--- src/ecc_pkg.sv ---
`default_nettype none

package ecc_pkg;

    // Parallel port register offsets
    localparam logic [7:0] ECC_CTL1_ADDR   = 8'h14;
    localparam logic [7:0] ECC_CTL2_ADDR   = 8'h1A;
    localparam logic [7:0] ECC_CTL3_ADDR   = 8'h1B;
    localparam logic [7:0] ECC_STATUS_ADDR = 8'h1C;

    // Reset values and write mask
    localparam logic [7:0] ECC_CTL1_RST  = 8'h00;
    localparam logic [7:0] ECC_CTL2_RST  = 8'h00;
    localparam logic [7:0] ECC_CTL3_RST  = 8'h00;
    localparam logic [7:0] ECC_CTL3_WMASK = 8'hFA;

    // common_control_one
    localparam int ECC_FLOOP_BIT   = 7;
    // common_control_two
    localparam int ECC_UPDSEL_BIT  = 7;
    localparam int ECC_VTYPE_BIT   = 6;
    localparam int ECC_AUTOAIS_BIT = 5;
    localparam int ECC_AUTORAI_BIT = 4;
    localparam int ECC_RSFC_BIT    = 3;
    localparam int ECC_TXFO_BIT    = 2;
    localparam int ECC_RLOOP_BIT   = 1;
    localparam int ECC_LLOOP_BIT   = 0;
    // common_control_three
    localparam int ECC_TXES_BIT   = 7;
    localparam int ECC_TCBF_BIT   = 6;
    localparam int ECC_TIRF_BIT   = 5;
    localparam int ECC_ESRST_BIT  = 4;
    localparam int ECC_LIR_BIT    = 3;
    localparam int ECC_TBCK_BIT   = 1;
    // Status register of the block
    localparam int ECC_ST_TXLOST_BIT = 0;
    localparam int ECC_ST_TXSRC_BIT  = 1;
    localparam int ECC_ST_LIBUSY_BIT = 2;
    localparam int ECC_ST_ALARM_BIT  = 3;

    // Timing
    localparam int ECC_CLK_NS        = 10;
    localparam int ECC_UPD_SLOW_MS   = 1000;
    localparam int ECC_UPD_FAST_US   = 62500;
    localparam int ECC_LI_RECOVER_MS = 40;
    localparam int ECC_TXCLK_LOSS_NS = 1000;
    localparam int ECC_UPD_SLOW_CYC  = ECC_UPD_SLOW_MS * 1000000 / ECC_CLK_NS;
    localparam int ECC_UPD_FAST_CYC  = ECC_UPD_FAST_US * 1000 / ECC_CLK_NS;
    localparam int ECC_LI_RECOV_CYC  = ECC_LI_RECOVER_MS * 1000000 / ECC_CLK_NS;
    localparam int ECC_TXCLK_LOSS_CYC = ECC_TXCLK_LOSS_NS / ECC_CLK_NS;

    localparam int ECC_CNT_W  = 27;
    localparam int ECC_IDLE_W = 12;

    typedef struct packed {
        logic pos;
        logic neg;
    } ecc_line_t;

    typedef struct packed {
        logic [7:0]           ctl1;
        logic [7:0]           ctl2;
        logic [7:0]           ctl3;
        logic [7:0]           rdata;
        logic [ECC_CNT_W-1:0] upd_cnt;
        logic                 upd_fast;
        logic                 upd_stb;
        logic [ECC_CNT_W-1:0] li_cnt;
        logic                 li_busy;
        logic                 li_rst;
        logic                 es_rst;
        logic                 tx_clock_in_prev;
        logic [ECC_IDLE_W-1:0] idle_cnt;
        logic                 tx_clock_in_lost;
        ecc_line_t            line_tx;
        ecc_line_t            ja_feed;
        ecc_line_t            rx_framer;
        logic                 rx_clk;
        logic                 fmt_clk;
        logic                 viol_evt;
        logic                 send_ais;
        logic                 send_rai;
    } ecc_state_t;

endpackage : ecc_pkg

`default_nettype wire

--- src/ecc_sync.sv ---
`timescale 1ns/1ps
`default_nettype none

module ecc_sync #(
    parameter int W = 1
) (
    // Clock and reset
    input  wire logic         clock_in,
    input  wire logic         sys_rst_in,
    // Data
    input  wire logic [W-1:0] async_in,
    output logic      [W-1:0] sync_out
);
    logic [W-1:0] meta_q;

    always_ff @(posedge clock_in) begin
        if (sys_rst_in) begin
            meta_q   <= '0;
            sync_out <= '0;
        end else begin
            meta_q   <= async_in;
            sync_out <= meta_q;
        end
    end
endmodule : ecc_sync

`default_nettype wire

--- src/ecc_skid.sv ---
`timescale 1ns/1ps
`default_nettype none

module ecc_skid #(
    parameter int W = 1
) (
    // Clock and reset
    input  wire logic         clock_in,
    input  wire logic         sys_rst_in,
    // Fill side
    input  wire logic         in_valid_in,
    input  wire logic [W-1:0] in_data_in,
    output logic              in_ready_out,
    // Drain side
    output logic              out_valid_out,
    output logic      [W-1:0] out_data_out,
    input  wire logic         out_ready_in
);
    typedef struct packed {
        logic         out_v;
        logic [W-1:0] out_d;
        logic         sp_v;
        logic [W-1:0] sp_d;
        logic         rdy;
    } ecc_skid_t;

    ecc_skid_t s_q, s_d;

    always_comb begin
        s_d = s_q;
        if (s_q.out_v && out_ready_in) begin
            s_d.out_v = s_q.sp_v;
            s_d.out_d = s_q.sp_d;
            s_d.sp_v  = 1'b0;
        end
        // Ready is registered, so the spare entry absorbs one late word
        if (in_valid_in && s_q.rdy) begin
            if (!s_d.out_v) begin
                s_d.out_v = 1'b1;
                s_d.out_d = in_data_in;
            end else begin
                s_d.sp_v = 1'b1;
                s_d.sp_d = in_data_in;
            end
        end
        s_d.rdy = !s_d.sp_v;
    end

    always_ff @(posedge clock_in) begin
        if (sys_rst_in) begin
            s_q <= '{out_v: 1'b0, out_d: '0, sp_v: 1'b0, sp_d: '0, rdy: 1'b1};
        end else begin
            s_q <= s_d;
        end
    end

    assign in_ready_out  = s_q.rdy;
    assign out_valid_out = s_q.out_v;
    assign out_data_out  = s_q.out_d;

    chk_skid_no_overrun: assert property (@(posedge clock_in)
        disable iff (sys_rst_in)
        (s_q.sp_v && !out_ready_in) |=> !s_q.rdy)
        else $error("skid buffer accepted a word while full");
endmodule : ecc_skid

`default_nettype wire

--- src/ecc_common_ctrl.sv ---
// Function
// - Counter update strobe every second, or every 62.5 ms when selected.
// - Violation event is bipolar violation at 0, code violation at 1.
// - Receive serial output forced high on frame loss when enabled.
// - Transmit formatter falls over to recovered clock if transmit clock stops.
// - Local loopback feeds transmitted data into receive jitter attenuator.
// - Remote loopback retransmits recovered line data, formatter data ignored.
// - Framer loopback feeds transmit data to receive side, line input ignored.
// - Framer loopback drives receive clock from the transmit clock.
// - Frame loss, AIS or signal loss triggers automatic AIS or remote alarm.
// - Transmit elastic store bypassed at 0, active at 1.
// - Channel block function select steers block pin or signaling insert.
// - Idle function select chooses idle code or receive data insert.
// - Falling edge of elastic store reset bit resets both stores once.
// - Rising edge of line interface reset bit resets the line interface.
// - Line interface needs about 40 ms to recover after reset.
// - Backplane clock select: 0 is 1.544 MHz, 1 is 2.048 MHz.
`timescale 1ns/1ps
`default_nettype none

module ecc_common_ctrl
    import ecc_pkg::*;
#(
    parameter int UPD_SLOW_CYC = ECC_UPD_SLOW_CYC,
    parameter int UPD_FAST_CYC = ECC_UPD_FAST_CYC,
    parameter int LI_RECOV_CYC = ECC_LI_RECOV_CYC
) (
    // Clock and reset
    input  wire logic       clock_in,
    input  wire logic       sys_rst_in,
    // Parallel port
    input  wire logic [7:0] bus_addr_in,
    input  wire logic [7:0] bus_wdata_in,
    input  wire logic       bus_wr_in,
    input  wire logic       bus_rd_in,
    output logic      [7:0] bus_rdata_out,
    // Pins
    input  wire ecc_line_t  line_rx_in,
    input  wire logic       tx_clock_in,
    input  wire logic       recovered_clock_in,
    // Framer and jitter attenuator side
    input  wire ecc_line_t  fmt_tx_in,
    input  wire ecc_line_t  ja_return_in,
    input  wire logic       loss_of_frame_in,
    input  wire logic       ais_detect_in,
    input  wire logic       loss_of_signal_in,
    input  wire logic       bpv_event_in,
    input  wire logic       cv_event_in,
    // Receive serial stream
    input  wire logic       rx_bit_valid_in,
    input  wire logic       rx_bit_in,
    output logic            rx_bit_ready_out,
    output logic            rx_serial_valid_out,
    output logic            rx_serial_out,
    input  wire logic       rx_serial_ready_in,
    // Line and clock outputs
    output ecc_line_t       line_tx_out,
    output ecc_line_t       ja_feed_out,
    output ecc_line_t       rx_framer_out,
    output logic            rx_clock_out,
    output logic            tx_fmt_clock_out,
    // Control outputs
    output logic            counter_update_stb_out,
    output logic            violation_event_out,
    output logic            send_ais_out,
    output logic            send_remote_alarm_out,
    output logic            tx_es_enable_out,
    output logic            tx_chan_block_func_out,
    output logic            tx_idle_func_out,
    output logic            es_reset_out,
    output logic            li_reset_out,
    output logic            li_recovering_out,
    output logic            tx_backplane_2048_out
);
    ecc_state_t s_q, s_d;
    ecc_line_t  line_rx_s;
    logic [1:0] clk_s;
    logic       tx_clock_in_s, rclk_s, alarm_cond, rx_bit_fix;

    ecc_sync #(.W(4)) u_pin_sync (
        .clock_in   (clock_in),
        .sys_rst_in (sys_rst_in),
        .async_in   ({line_rx_in, tx_clock_in, recovered_clock_in}),
        .sync_out   ({line_rx_s, clk_s})
    );
    assign tx_clock_in_s = clk_s[1];
    assign rclk_s = clk_s[0];

    function automatic logic [ECC_CNT_W-1:0] cyc_limit(input int n);
        return ECC_CNT_W'(n - 1);
    endfunction

    assign alarm_cond = loss_of_frame_in | ais_detect_in | loss_of_signal_in;
    // Forced to 1 while frame alignment is lost
    assign rx_bit_fix = rx_bit_in |
        (s_q.ctl2[ECC_RSFC_BIT] & loss_of_frame_in);

    ecc_skid #(.W(1)) u_rx_buf (
        .clock_in      (clock_in),
        .sys_rst_in    (sys_rst_in),
        .in_valid_in   (rx_bit_valid_in),
        .in_data_in    (rx_bit_fix),
        .in_ready_out  (rx_bit_ready_out),
        .out_valid_out (rx_serial_valid_out),
        .out_data_out  (rx_serial_out),
        .out_ready_in  (rx_serial_ready_in)
    );

    always_comb begin
        s_d         = s_q;
        s_d.upd_stb = 1'b0;
        s_d.li_rst  = 1'b0;
        s_d.es_rst  = 1'b0;

        // Register writes and reads
        if (bus_wr_in) begin
            unique case (bus_addr_in)
                ECC_CTL1_ADDR: s_d.ctl1 = bus_wdata_in;
                ECC_CTL2_ADDR: s_d.ctl2 = bus_wdata_in;
                ECC_CTL3_ADDR: s_d.ctl3 = bus_wdata_in & ECC_CTL3_WMASK;
                default: ;
            endcase
        end
        if (bus_rd_in) begin
            unique case (bus_addr_in)
                ECC_CTL1_ADDR:   s_d.rdata = s_q.ctl1;
                ECC_CTL2_ADDR:   s_d.rdata = s_q.ctl2;
                ECC_CTL3_ADDR:   s_d.rdata = s_q.ctl3;
                ECC_STATUS_ADDR: s_d.rdata = {4'h0, alarm_cond, s_q.li_busy,
                                   s_q.ctl2[ECC_TXFO_BIT] & s_q.tx_clock_in_lost,
                                   s_q.tx_clock_in_lost};
                default:         s_d.rdata = 8'h00;
            endcase
        end

        // A select change restarts the period so no short interval occurs
        s_d.upd_fast = s_q.ctl2[ECC_UPDSEL_BIT];
        if (s_q.upd_fast != s_q.ctl2[ECC_UPDSEL_BIT]) begin
            s_d.upd_cnt = '0;
        end else if (s_q.upd_cnt == (s_q.upd_fast ? cyc_limit(UPD_FAST_CYC)
                                     : cyc_limit(UPD_SLOW_CYC))) begin
            s_d.upd_cnt = '0;
            s_d.upd_stb = 1'b1;
        end else begin
            s_d.upd_cnt = s_q.upd_cnt + 1'b1;
        end

        s_d.viol_evt = s_q.ctl2[ECC_VTYPE_BIT] ? cv_event_in
                                               : bpv_event_in;

        // Edge-triggered resets act on the stored bit history
        if (s_q.ctl3[ECC_ESRST_BIT] && !s_d.ctl3[ECC_ESRST_BIT]) begin
            s_d.es_rst = 1'b1;
        end
        if (!s_q.ctl3[ECC_LIR_BIT] && s_d.ctl3[ECC_LIR_BIT]) begin
            s_d.li_rst  = 1'b1;
            s_d.li_busy = 1'b1;
            s_d.li_cnt  = '0;
        end else if (s_q.li_busy) begin
            if (s_q.li_cnt == cyc_limit(LI_RECOV_CYC)) begin
                s_d.li_busy = 1'b0;
            end else begin
                s_d.li_cnt = s_q.li_cnt + 1'b1;
            end
        end

        // Transmit clock watchdog on the synchronised clock level
        s_d.tx_clock_in_prev = tx_clock_in_s;
        if (tx_clock_in_s != s_q.tx_clock_in_prev) begin
            s_d.idle_cnt  = '0;
            s_d.tx_clock_in_lost = 1'b0;
        end else if (s_q.idle_cnt == ECC_IDLE_W'(ECC_TXCLK_LOSS_CYC - 1)) begin
            s_d.tx_clock_in_lost = 1'b1;
        end else begin
            s_d.idle_cnt = s_q.idle_cnt + 1'b1;
        end
        s_d.fmt_clk = (s_q.ctl2[ECC_TXFO_BIT] && s_q.tx_clock_in_lost) ? rclk_s
                                                                : tx_clock_in_s;
        s_d.rx_clk = s_q.ctl1[ECC_FLOOP_BIT] ? tx_clock_in_s : rclk_s;

        // Loopback muxing
        s_d.ja_feed = s_q.ctl2[ECC_LLOOP_BIT] ? fmt_tx_in : line_rx_s;
        s_d.line_tx = s_q.ctl2[ECC_RLOOP_BIT] ? ja_return_in
                                              : fmt_tx_in;
        s_d.rx_framer = s_q.ctl1[ECC_FLOOP_BIT] ? fmt_tx_in
                                                : ja_return_in;

        s_d.send_ais = s_q.ctl2[ECC_AUTOAIS_BIT] & alarm_cond;
        s_d.send_rai = s_q.ctl2[ECC_AUTORAI_BIT] & ~s_q.ctl2[ECC_AUTOAIS_BIT]
                       & alarm_cond;
    end

    always_ff @(posedge clock_in) begin
        if (sys_rst_in) begin
            s_q      <= '0;
            s_q.ctl1 <= ECC_CTL1_RST;
            s_q.ctl2 <= ECC_CTL2_RST;
            s_q.ctl3 <= ECC_CTL3_RST;
        end else begin
            s_q <= s_d;
        end
    end

    assign bus_rdata_out          = s_q.rdata;
    assign line_tx_out            = s_q.line_tx;
    assign ja_feed_out            = s_q.ja_feed;
    assign rx_framer_out          = s_q.rx_framer;
    assign rx_clock_out           = s_q.rx_clk;
    assign tx_fmt_clock_out       = s_q.fmt_clk;
    assign counter_update_stb_out = s_q.upd_stb;
    assign violation_event_out    = s_q.viol_evt;
    assign send_ais_out           = s_q.send_ais;
    assign send_remote_alarm_out  = s_q.send_rai;
    assign tx_es_enable_out       = s_q.ctl3[ECC_TXES_BIT];
    assign tx_chan_block_func_out = s_q.ctl3[ECC_TCBF_BIT];
    assign tx_idle_func_out       = s_q.ctl3[ECC_TIRF_BIT];
    assign es_reset_out           = s_q.es_rst;
    assign li_reset_out           = s_q.li_rst;
    assign li_recovering_out      = s_q.li_busy;
    assign tx_backplane_2048_out  = s_q.ctl3[ECC_TBCK_BIT];

    chk_update_period_fast: assert property (@(posedge clock_in)
        disable iff (sys_rst_in)
        (s_q.upd_stb && s_q.upd_fast && $stable(s_q.upd_fast))
        |-> $past(s_q.upd_cnt) == cyc_limit(UPD_FAST_CYC))
        else $error("counter update strobe off period");
    chk_viol_select: assert property (@(posedge clock_in)
        disable iff (sys_rst_in)
        (s_q.ctl2[ECC_VTYPE_BIT] && cv_event_in && $stable(s_q.ctl2))
        |=> violation_event_out)
        else $error("code violation not passed");
    chk_framer_loop_data: assert property (@(posedge clock_in)
        disable iff (sys_rst_in)
        s_q.ctl1[ECC_FLOOP_BIT] && !bus_wr_in
        |=> rx_framer_out == $past(fmt_tx_in))
        else $error("framer loopback data wrong");
    chk_remote_loop_data: assert property (@(posedge clock_in)
        disable iff (sys_rst_in)
        s_q.ctl2[ECC_RLOOP_BIT] && !bus_wr_in
        |=> line_tx_out == $past(ja_return_in))
        else $error("remote loopback data wrong");
    chk_local_loop_data: assert property (@(posedge clock_in)
        disable iff (sys_rst_in)
        s_q.ctl2[ECC_LLOOP_BIT] && !bus_wr_in
        |=> ja_feed_out == $past(fmt_tx_in))
        else $error("local loopback data wrong");
    chk_alarm_priority: assert property (@(posedge clock_in)
        disable iff (sys_rst_in)
        !(send_ais_out && send_remote_alarm_out))
        else $error("both alarms sent together");
    chk_es_reset_edge: assert property (@(posedge clock_in)
        disable iff (sys_rst_in)
        es_reset_out |-> $past(s_q.ctl3[ECC_ESRST_BIT])
                         && !s_q.ctl3[ECC_ESRST_BIT])
        else $error("elastic store reset without falling edge");
    chk_li_reset_edge: assert property (@(posedge clock_in)
        disable iff (sys_rst_in)
        li_reset_out |=> !li_reset_out && li_recovering_out)
        else $error("line reset pulse malformed");
    chk_rx_force_one: assert property (@(posedge clock_in)
        disable iff (sys_rst_in)
        (rx_bit_valid_in && rx_bit_ready_out && loss_of_frame_in
         && s_q.ctl2[ECC_RSFC_BIT] && !rx_serial_valid_out)
        |=> rx_serial_out)
        else $error("receive serial not forced high");
endmodule : ecc_common_ctrl

`default_nettype wire

--- config.mk ---
export PLATFORM = sky130hd
export DESIGN_NAME = ecc_common_ctrl
export DESIGN_NICKNAME = d
export VERILOG_FILES = /design/src/ecc_pkg.sv /design/src/ecc_sync.sv /design/src/ecc_skid.sv /design/src/ecc_common_ctrl.sv
export SDC_FILE = /design/constraint.sdc
export NUM_CORES = 1
export LEC_CHECK = 0
export ABC_AREA = 1
export ABC_CLOCK_PERIOD_IN_PS = 1500
export BUFFER_PORTS_ARGS = -buffer_cell sky130_fd_sc_hd__buf_2
export CAP_MARGIN = 20
export CORE_ASPECT_RATIO = 1.1
export CORE_MARGIN = 5
export CORE_UTILIZATION = 35
export DETAILED_ROUTE_END_ITERATION = 10
export PLACE_DENSITY = 0.55
export SYNTH_ARGS = -nofsm -noshare
export SYNTH_HDL_FRONTEND = slang
export SYNTH_SLANG_ARGS = --single-unit
--- constraint.sdc ---
create_clock -name clock_in -period 1.5 [get_ports clock_in]
set_clock_uncertainty 0.05 [all_clocks]
set_input_delay 0.45 -clock clock_in [delete_from_list [all_inputs] [get_ports clock_in]]
set_output_delay 0.45 -clock clock_in [all_outputs]
set_load 0.05 [all_outputs]
==> results.yml, run 1 <==
place:
  placedInstanceArea_um2: 7830
  dp_hpwl_um: 13100
  io_buffers: 65
  gp_congestion: 0.884
  place_inst: 1334
power_and_ir_drop:
  p_leak_nw: 3.70
  power_frac_seq: 0.433
  switchingPower_mw: 1.95
  intPower_mw: 6.01
  pwr_density_cell_nw_per_um2: 873
  switching_share: 0.245
  clkPwrFrac: 0.506
  peakVddDrop_uv: 890
  pwr-share-comb: 0.061
yosys:
  syn-num-nets: 981
  synthCells: 942
  synth_most_common_cell: "nand2_1"
  synthArstFlopShare: 0
  ys_types: 32
  ys_seq_area_frac: 0.403
  synth_area_per_cell_um2: 6.69
  ys.flop_type: "dfxtp_1"
  synth_commonest_cells: "nand2_1 (225), nor2_1 (159), dfxtp_1 (127)"
  synth_area_leaders: "dfxtp_1 (40%), nand2_1 (13%), nor2_1 (9.5%)"
  synth_top_area_cell: "dfxtp_1"
  ys_ff_latch: 127
  synth_warnings: 0
  synth_edf_count: 0
  synthesis.area_um2: 6310
  synth_top_area_frac: 0.403
die:
  die_h_um: 151
  die_w_um: 138
  rows: 51
  core-area_um2: 17700
  ios: 66
  die-area_um2: 20800
  start_util: 0.355
route:
  viasPerCell: 4.63
  wl_um: 17800
  drt_pre_antenna_iters: 5
  wire_per_inst_um: 12.9
  route.detailed.drc: 0
  num_vias: 6385
  drtIter0Drc: 336
  ant_nets: 0
global_route:
  grt_pass1_wl_um: 28600
  overflow: 0
  antenna_found_initial: 0
  first_global_vias: 5888
  grt_usage: 0.175
  grt_max_degree: 17
worst_setup_path:
  arrival_ns: 1.83
  path_class: "reg2reg"
  r2r_setup_slack_ns: -0.06
  crit_fanout: 7
  endpoint_kind: "register"
  cp-start-kind: "register"
  required_ns: 1.77
sta:
  setup_ws_ns: -0.0607
  relSlewSlack: 0.771
  hold_slack_ns: 0.171
  setup_viol: 37
  drv_slew: 0
  period_share: 1.04
  hold_viol_final: 0
  fmax_mhz: 641
  rsz0062_at_grt: "true"
  setup-tns-final_ns: -1.16
  worst_pin_slew_ns: 0.343
  period_needed_ns: 1.56
clocking:
  clock-sinks: 127
  clk_pin_slew_worst_paths_ns: 0.06
  htreeDepth: 4
  cts_made_buffers: 17
  clockRootBuffer: "clkbuf_16"
  cts_tree: "yes"
  worstSkewPairLatency_ns: 0.43
  cts_buffer_depth: 2
run_status:
  violations: "negative setup slack"
  status: "finished, violations left"
cells_and_area:
  area_growth_syn_to_layout_pct: 44.5
  antenna_cells: 0
  stdcell_count: 1379
  layout-drive-gt1-share: 0.326
  regArea_um2: 2590
  design_area_um2: 9110
  n_fill_cell: 1785
  multi_input_area_um2: 3580
  layout.nets: 1167
run:
  max_cap_violations: 0
worst_hold_path:
  hp-class: "in2reg"
-- power groups by stage --
stage,Combinational (mW),Sequential [mW],Clock [mW]
floorplan,0.208,3.54,0
global placement,0.425,3.51,0
detailed placement,0.425,3.51,0
CTS,0.453,3.44,4.13
global route,0.526,3.44,4.29
finish,0.483,3.44,4.03
-- metal layers --
layer  part of all wire  global-route usage  wire, um
met1               0.46               0.222      8140
met2               0.50               0.297      8850
met3              0.032              0.0336       568
met4              0.013              0.0568       223
met5                  0                   0         0
-- registers in the layout, summed over array words and instances (netlist names), 2 cells and up --
| signal | cells |
|---|---|
| rx_framer_out | 2 |
| u_pin_sync.meta_q | 4 |
| u_rx_buf.s_q | 2 |
| ja_feed_out | 2 |
| s_q | 86 |
| bus_rdata_out | 8 |
| line_tx_out | 2 |
| u_pin_sync.sync_out | 4 |
-- cells by family after synthesis --
logic type,share of synthesized area
AND/OR/NAND/NOR,0.356
AO/OA/AOI/OAI,0.0865
XOR/XNOR,0.0458
adder cells (fa/ha/maj),0.00595
buffers and inverters,0.102
flip-flops,0.403
-- final cells by class --
cell class              instances  share of cell area
repair buffers                201               0.176
clock buffers                  19              0.0497
clock inverters                13              0.0141
multi-input cells             665               0.393
well taps                     238              0.0327
flip-flops and latches        127               0.284
inverters                     116              0.0505
-- per-stage QoR --
stage           util  power, mW  setup slack (ns)
6_report       0.514       7.95           -0.0607
5_1_grt        0.514       8.26            -0.159
4_1_cts        0.490       8.03           -0.0560
3_5_place_dp   0.441       3.94            -0.252
3_3_place_gp   0.441       3.94            -0.254
2_1_floorplan      -       3.75           -0.0514
-- layout by cell type (no fill, tap or decap), types with 30 or more instances in the layout --
master and instances:
nand3_1 66, inv_1 107, dfxtp_1 106, a21oi_1 38
o21ai_0 44, buf_2 35, nor2_1 121, nor2_2 30
buf_4 137, nand2_1 208
-- repair_timing --
item,in CTS,in global routing
endpoints found under the setup margin,76,77
gates cloned,2,1
hold buffers,0,0
pin swaps,8,21
setup buffers,4,9
resized for setup,63,112
-- final timing paths --
kind / from / endpoint / cells after the start
setup / recovery: s_q[81]$_SDFF_PP0_ / s_q[67]$_SDFF_PP0_ / 9
hold / removal: recovered_clock_in / u_pin_sync.meta_q[0]$_SDFF_PP0_ / 3
setup reg to reg: s_q[81]$_SDFF_PP0_ / s_q[67]$_SDFF_PP0_ / 9
hold reg to reg: u_pin_sync.meta_q[0]$_SDFF_PP0_ / u_pin_sync.sync_out[0]$_SDFF_PP0_ / 2
-- worst max-delay path, cell delays in order (launching register included) --
cell and delay (ns):
dfxtp_1 0.33, buf_4 0.15, nor3_1 0.17, nand3_1 0.13, o21ai_2 0.10, nand2_2 0.11, nand2_4 0.14, buf_12 0.13
buf_16 0.11, nor2_1 0.04
No activity file was read; power rests on OpenSTA's default activity.
==> run 2, diff against run 1 <==
--- a/config.mk
+++ b/config.mk
@@ -6,14 +6,14 @@
 export NUM_CORES = 1
 export LEC_CHECK = 0
 export ABC_AREA = 1
-export ABC_CLOCK_PERIOD_IN_PS = 1500
+export ABC_CLOCK_PERIOD_IN_PS = 2000
 export BUFFER_PORTS_ARGS = -buffer_cell sky130_fd_sc_hd__buf_2
 export CAP_MARGIN = 20
-export CORE_ASPECT_RATIO = 1.1
+export CORE_ASPECT_RATIO = 0.9
 export CORE_MARGIN = 5
 export CORE_UTILIZATION = 35
 export DETAILED_ROUTE_END_ITERATION = 10
-export PLACE_DENSITY = 0.55
+export PLACE_DENSITY = 0.53
 export SYNTH_ARGS = -nofsm -noshare
 export SYNTH_HDL_FRONTEND = slang
 export SYNTH_SLANG_ARGS = --single-unit
==> constraint.sdc (replaced) <==
create_clock -name clock_in -period 2 [get_ports clock_in]
set_clock_uncertainty 0.05 [all_clocks]
set_input_delay 0.6 -clock clock_in [delete_from_list [all_inputs] [get_ports clock_in]]
set_output_delay 0.6 -clock clock_in [all_outputs]
set_load 0.05 [all_outputs]
==> run 2 against run 1 <==
The flow now finishes without violations; register-to-register slack improved by 0.30 ns; sequential power fell by 25%; clock power fell by 23%; via count shrank 6.2%; worst setup slack gained 0.28 ns; count of clock-buffer cells in the layout is 2 lower; critical endpoint is now rx_serial_out; largest cell class unchanged.
==> results.yml, run 2 (synthesis results as in run 1) <==
run_status:
  status: "complete, no violations"
power_and_ir_drop:
  switching_share: 0.256
  intPower_mw: 4.43
  pwr-share-comb: 0.044
  switchingPower_mw: 1.52
  power_frac_seq: 0.434
  finalPower_mw: 5.95
  clkPwrFrac: 0.522
  peakVddDrop_uv: 546
  pwr_density_cell_nw_per_um2: 780
  p_leak_nw: 3.13
worst_setup_path:
  cpMaxStageDelayCell: "dfxtp_1"
  r2r-start: "s_q[57]$_SDFF_PP0_"
  critPathLaunch: "u_rx_buf.out_data_out$_SDFF_PP0_"
  cpLargestDelayFamily: "flip-flops"
  cp_slowest_stage_delay_ns: 0.41
  endpoint_kind: "output pin"
  path_buf_inv: 1
  required_ns: 1.35
  cp-start-kind: "register"
  crit_chain: "buf_2"
  crit_fanout: 2
  path_class: "reg2out"
  arrival_ns: 1.14
clocking:
  cts_resized: 0
  cts_buffer_depth: 2
  ctsHoldBuffers: 0
  cts_tree: "yes"
  clk_pin_slew_worst_paths_ns: 0.07
  worstSkewPairLatency_ns: 0.42
  htreeDepth: 4
  cts_made_buffers: 17
  clockRootBuffer: "clkbuf_16"
  clock-sinks: 127
  post-cts-setup-buffers: 0
global_route:
  first_global_vias: 5411
  overflow: 0
  grt_pass1_wl_um: 27000
  antenna_found_initial: 0
  grt_max_degree: 32
  grt_usage: 0.163
route:
  ant_nets: 0
  drtIter0Drc: 410
  drt_pre_antenna_iters: 6
  viasPerCell: 4.67
  wl_um: 16300
  num_vias: 5986
  route.detailed.drc: 0
  wire_per_inst_um: 12.7
sta:
  relSlewSlack: 0.599
  hold_viol_final: 0
  setup_ws_ns: 0.215
  fmax_mhz: 560
  setup-tns-final_ns: 0
  period_needed_ns: 1.79
  drv_slew: 0
  period_share: 0.893
  worst_pin_slew_ns: 0.598
  setup_viol: 0
  rsz0062_at_grt: "false"
cells_and_area:
  final_common_cell: "nand2_1"
  antenna_cells: 0
  layout-drive-gt1-share: 0.147
  layout.nets: 1067
  largest_reg_flops: 86
  area_growth_syn_to_layout_pct: 21.0
  regArea_um2: 2540
  regMostFlops: "s_q"
  multi_input_area_um2: 3120
  final_cell_mix: "nand2_1 (225), nor2_1 (159), dfxtp_1 (127)"
  design_area_um2: 7630
  n_fill_cell: 1865
die:
  die_h_um: 137
  die_w_um: 151
  start_util: 0.357
  die-area_um2: 20800
  rows: 46
  ios: 66
  core-area_um2: 17700
place:
  placedInstanceArea_um2: 7030
  dp_hpwl_um: 12300
  io_buffers: 65
  dpl_worst_slack_ns: 0.0226
  gp_congestion: 0.908
worst_hold_path:
  worstHoldStart: "line_rx_in[0]"
  hp-class: "in2reg"
run:
  max_cap_violations: 0
## run 2: worst register-to-register path, cell delays in order (launching register included)
cell and delay, ns:
dfxtp_1 0.39, ha_1 0.23, inv_1 0.07, nor2_1 0.21, nand2_1 0.08, nor2_1 0.20
nand2_1 0.13, o21ai_0 0.16, nand2_1 0.07, inv_1 0.05, nor2_1 0.03
## run 2: per-layer routing
metal,vias up,track usage,part of all wire
li1,3150,-,-
met1,2700,0.250,0.54
met2,121,0.227,0.40
met3,15,0.0362,0.050
met4,0,0.0474,0.011
met5,-,0,0
## run 2: final timing paths
check	depth (start not counted)	to	slack [ns]
worst max-delay path	1	rx_serial_out	0.21
worst min register to register	2	u_pin_sync.sync_out[2]$_SDFF_PP0_	0.35
worst max register to register	10	s_q[75]$_SDFF_PP0_	0.24
worst min-delay path	3	u_pin_sync.meta_q[2]$_SDFF_PP0_	0.32
## run 2: area by class of cell
cell class / instances / share of cell area
Inverter: 116 / 0.0571
Multi-Input combinational cell: 665 / 0.409
Sequential cell: 127 / 0.333
Clock inverter: 15 / 0.0220
Clock buffer: 17 / 0.0558
Timing Repair Buffer: 101 / 0.0830
Tap cell: 240 / 0.0394
## run 2: through the flow
step / hold WS, ns / std cells / util
after floorplan: 0.338 / 942 / -
after global placement: 0.340 / 1249 / 0.398
after global routing: 0.325 / 1281 / 0.432
final: 0.321 / 1281 / 0.432
after CTS: 0.307 / 1281 / 0.431
after detailed placement: 0.342 / 1249 / 0.398
## run 2: power by group through the flow
stage	logic, mW	registers (mW)	clock network, mW
CTS	0.265	2.58	3.20
global route	0.292	2.58	3.31
global placement	0.264	2.64	0
finish	0.264	2.58	3.11
detailed placement	0.264	2.64	0
floorplan	0.142	2.66	0
==> run 3, diff against run 2 <==
--- a/config.mk
+++ b/config.mk
@@ -13,7 +13,7 @@
 export CORE_MARGIN = 5
 export CORE_UTILIZATION = 35
 export DETAILED_ROUTE_END_ITERATION = 10
-export PLACE_DENSITY = 0.53
+export PLACE_DENSITY_LB_ADDON = 0.05
 export SYNTH_ARGS = -nofsm -noshare
 export SYNTH_HDL_FRONTEND = slang
 export SYNTH_SLANG_ARGS = --single-unit
==> run 3 against run 2 <==
Wire length rose by 3.8%; final cell count fell by 0.70%; global-route usage rose by 0.91 points; non-clock buffer count fell by 9; largest power group unchanged; critical path type unchanged.
==> results.yml, run 3 (synthesis results as in run 1) <==
die:
  core-area_um2: 17700
  die_h_um: 137
  die_w_um: 151
  die-area_um2: 20800
  ios: 66
  start_util: 0.357
  rows: 46
run:
  max_cap_violations: 0
sta:
  relSlewSlack: 0.741
  period_needed_ns: 1.77
  period_share: 0.887
  rsz0062_at_grt: "false"
  setup_viol: 0
  fmax_mhz: 563
  worst_pin_slew_ns: 0.387
  drv_slew: 0
  hold_viol_final: 0
  setup-tns-final_ns: 0
worst_setup_path:
  path_buf_inv: 1
  endpoint_kind: "output pin"
  cp-start-kind: "register"
  cpMaxStageDelayCell: "dfxtp_1"
  arrival_ns: 1.12
  cp_slowest_stage_delay_ns: 0.41
  required_ns: 1.35
  cpLargestDelayFamily: "flip-flops"
  crit_chain: "buf_2"
  path_class: "reg2out"
  crit_fanout: 3
cells_and_area:
  largest_reg_flops: 86
  final_common_cell: "nand2_1"
  design_area_um2: 7580
  area_growth_syn_to_layout_pct: 20.2
  final_core_util: 0.429
  antenna_cells: 0
  regMostFlops: "s_q"
  layout-drive-gt1-share: 0.139
  layout.nets: 1058
  final_cell_mix: "nand2_1 (225), nor2_1 (159), dfxtp_1 (127)"
  stdcell_count: 1272
power_and_ir_drop:
  finalPower_mw: 5.94
  peakVddDrop_uv: 516
  pwr_density_cell_nw_per_um2: 784
  p_leak_nw: 3.09
clocking:
  clockRootBuffer: "clkbuf_16"
  clock-sinks: 127
  cts_buffer_depth: 2
  cts_made_buffers: 17
  cts_resized: 0
  cts_tree: "yes"
  ctsHoldBuffers: 0
  post-cts-setup-buffers: 0
  worstSkewPairLatency_ns: 0.41
  clk_pin_slew_worst_paths_ns: 0.07
  htreeDepth: 4
place:
  place_inst: 1240
  io_buffers: 65
  placedInstanceArea_um2: 6990
  dp_hpwl_um: 13000
  gp_congestion: 0.896
route:
  wl_um: 16900
  drt_pre_antenna_iters: 4
  wire_per_inst_um: 13.3
  route.detailed.drc: 0
  drtIter0Drc: 286
  num_vias: 5829
  ant_nets: 0
  viasPerCell: 4.58
global_route:
  grt_pass1_wl_um: 28400
  overflow: 0
  antenna_found_initial: 0
  first_global_vias: 5549
  grt_max_degree: 28
  grt_usage: 0.172
run_status:
  status: "complete, no violations"
worst_hold_path:
  hp-class: "in2reg"
## run 3: cell count changes in the layout (fill, tap and decap cells not counted)
cell | before | now
a21boi_1 | 0 | 1
clkinvlp_4 | 2 | 1
buf_12 | 3 | 5
buf_4 | 33 | 22
clkinv_2 | 0 | 1
a21boi_2 | 1 | 0
## run 3: where the power goes
group | internal, mW | leakage, nW | switching, mW
Combinational | 0.0892 | 1.77 | 0.176
Clock | 1.78 | 0.290 | 1.32
Sequential | 2.56 | 1.03 | 0.0200
Total | 4.43 | 3.09 | 1.51
## run 3: layout make-up
cell class / count / area [um2]
Clock inverter: 15 / 165
Inverter: 116 / 435
Clock buffer: 17 / 425
Tap cell: 240 / 300
Fill cell: 1917 / 10100
Timing Repair Buffer: 92 / 591
Multi-Input combinational cell: 665 / 3120
Sequential cell: 127 / 2540
## run 3: final timing paths
check	startpoint	to	slack [ns]	cells past startpoint
worst max register to register	s_q[57]$_SDFF_PP0_	s_q[75]$_SDFF_PP0_	0.24	10
worst min register to register	u_pin_sync.meta_q[1]$_SDFF_PP0_	u_pin_sync.sync_out[1]$_SDFF_PP0_	0.35	2
worst max-delay path	tx_idle_func_out$_SDFFE_PP0P_	tx_idle_func_out	0.23	1
worst min-delay path	recovered_clock_in	u_pin_sync.meta_q[0]$_SDFF_PP0_	0.33	3
## run 3: metrics by stage
step / hold WS, ns / worst slack (ns)
final: 0.330 / 0.225
after global routing: 0.318 / 0.0640
after CTS: 0.310 / 0.209
after detailed placement: 0.344 / 0.148
after global placement: 0.345 / 0.149
after floorplan: 0.338 / 0.199
## run 3: metal layers
| metal | share of wire | global-route usage |
|---|---|---|
| met5 | 0 | 0 |
| met4 | 0.0075 | 0.0379 |
| met3 | 0.041 | 0.0424 |
| met1 | 0.55 | 0.260 |
| met2 | 0.40 | 0.247 |
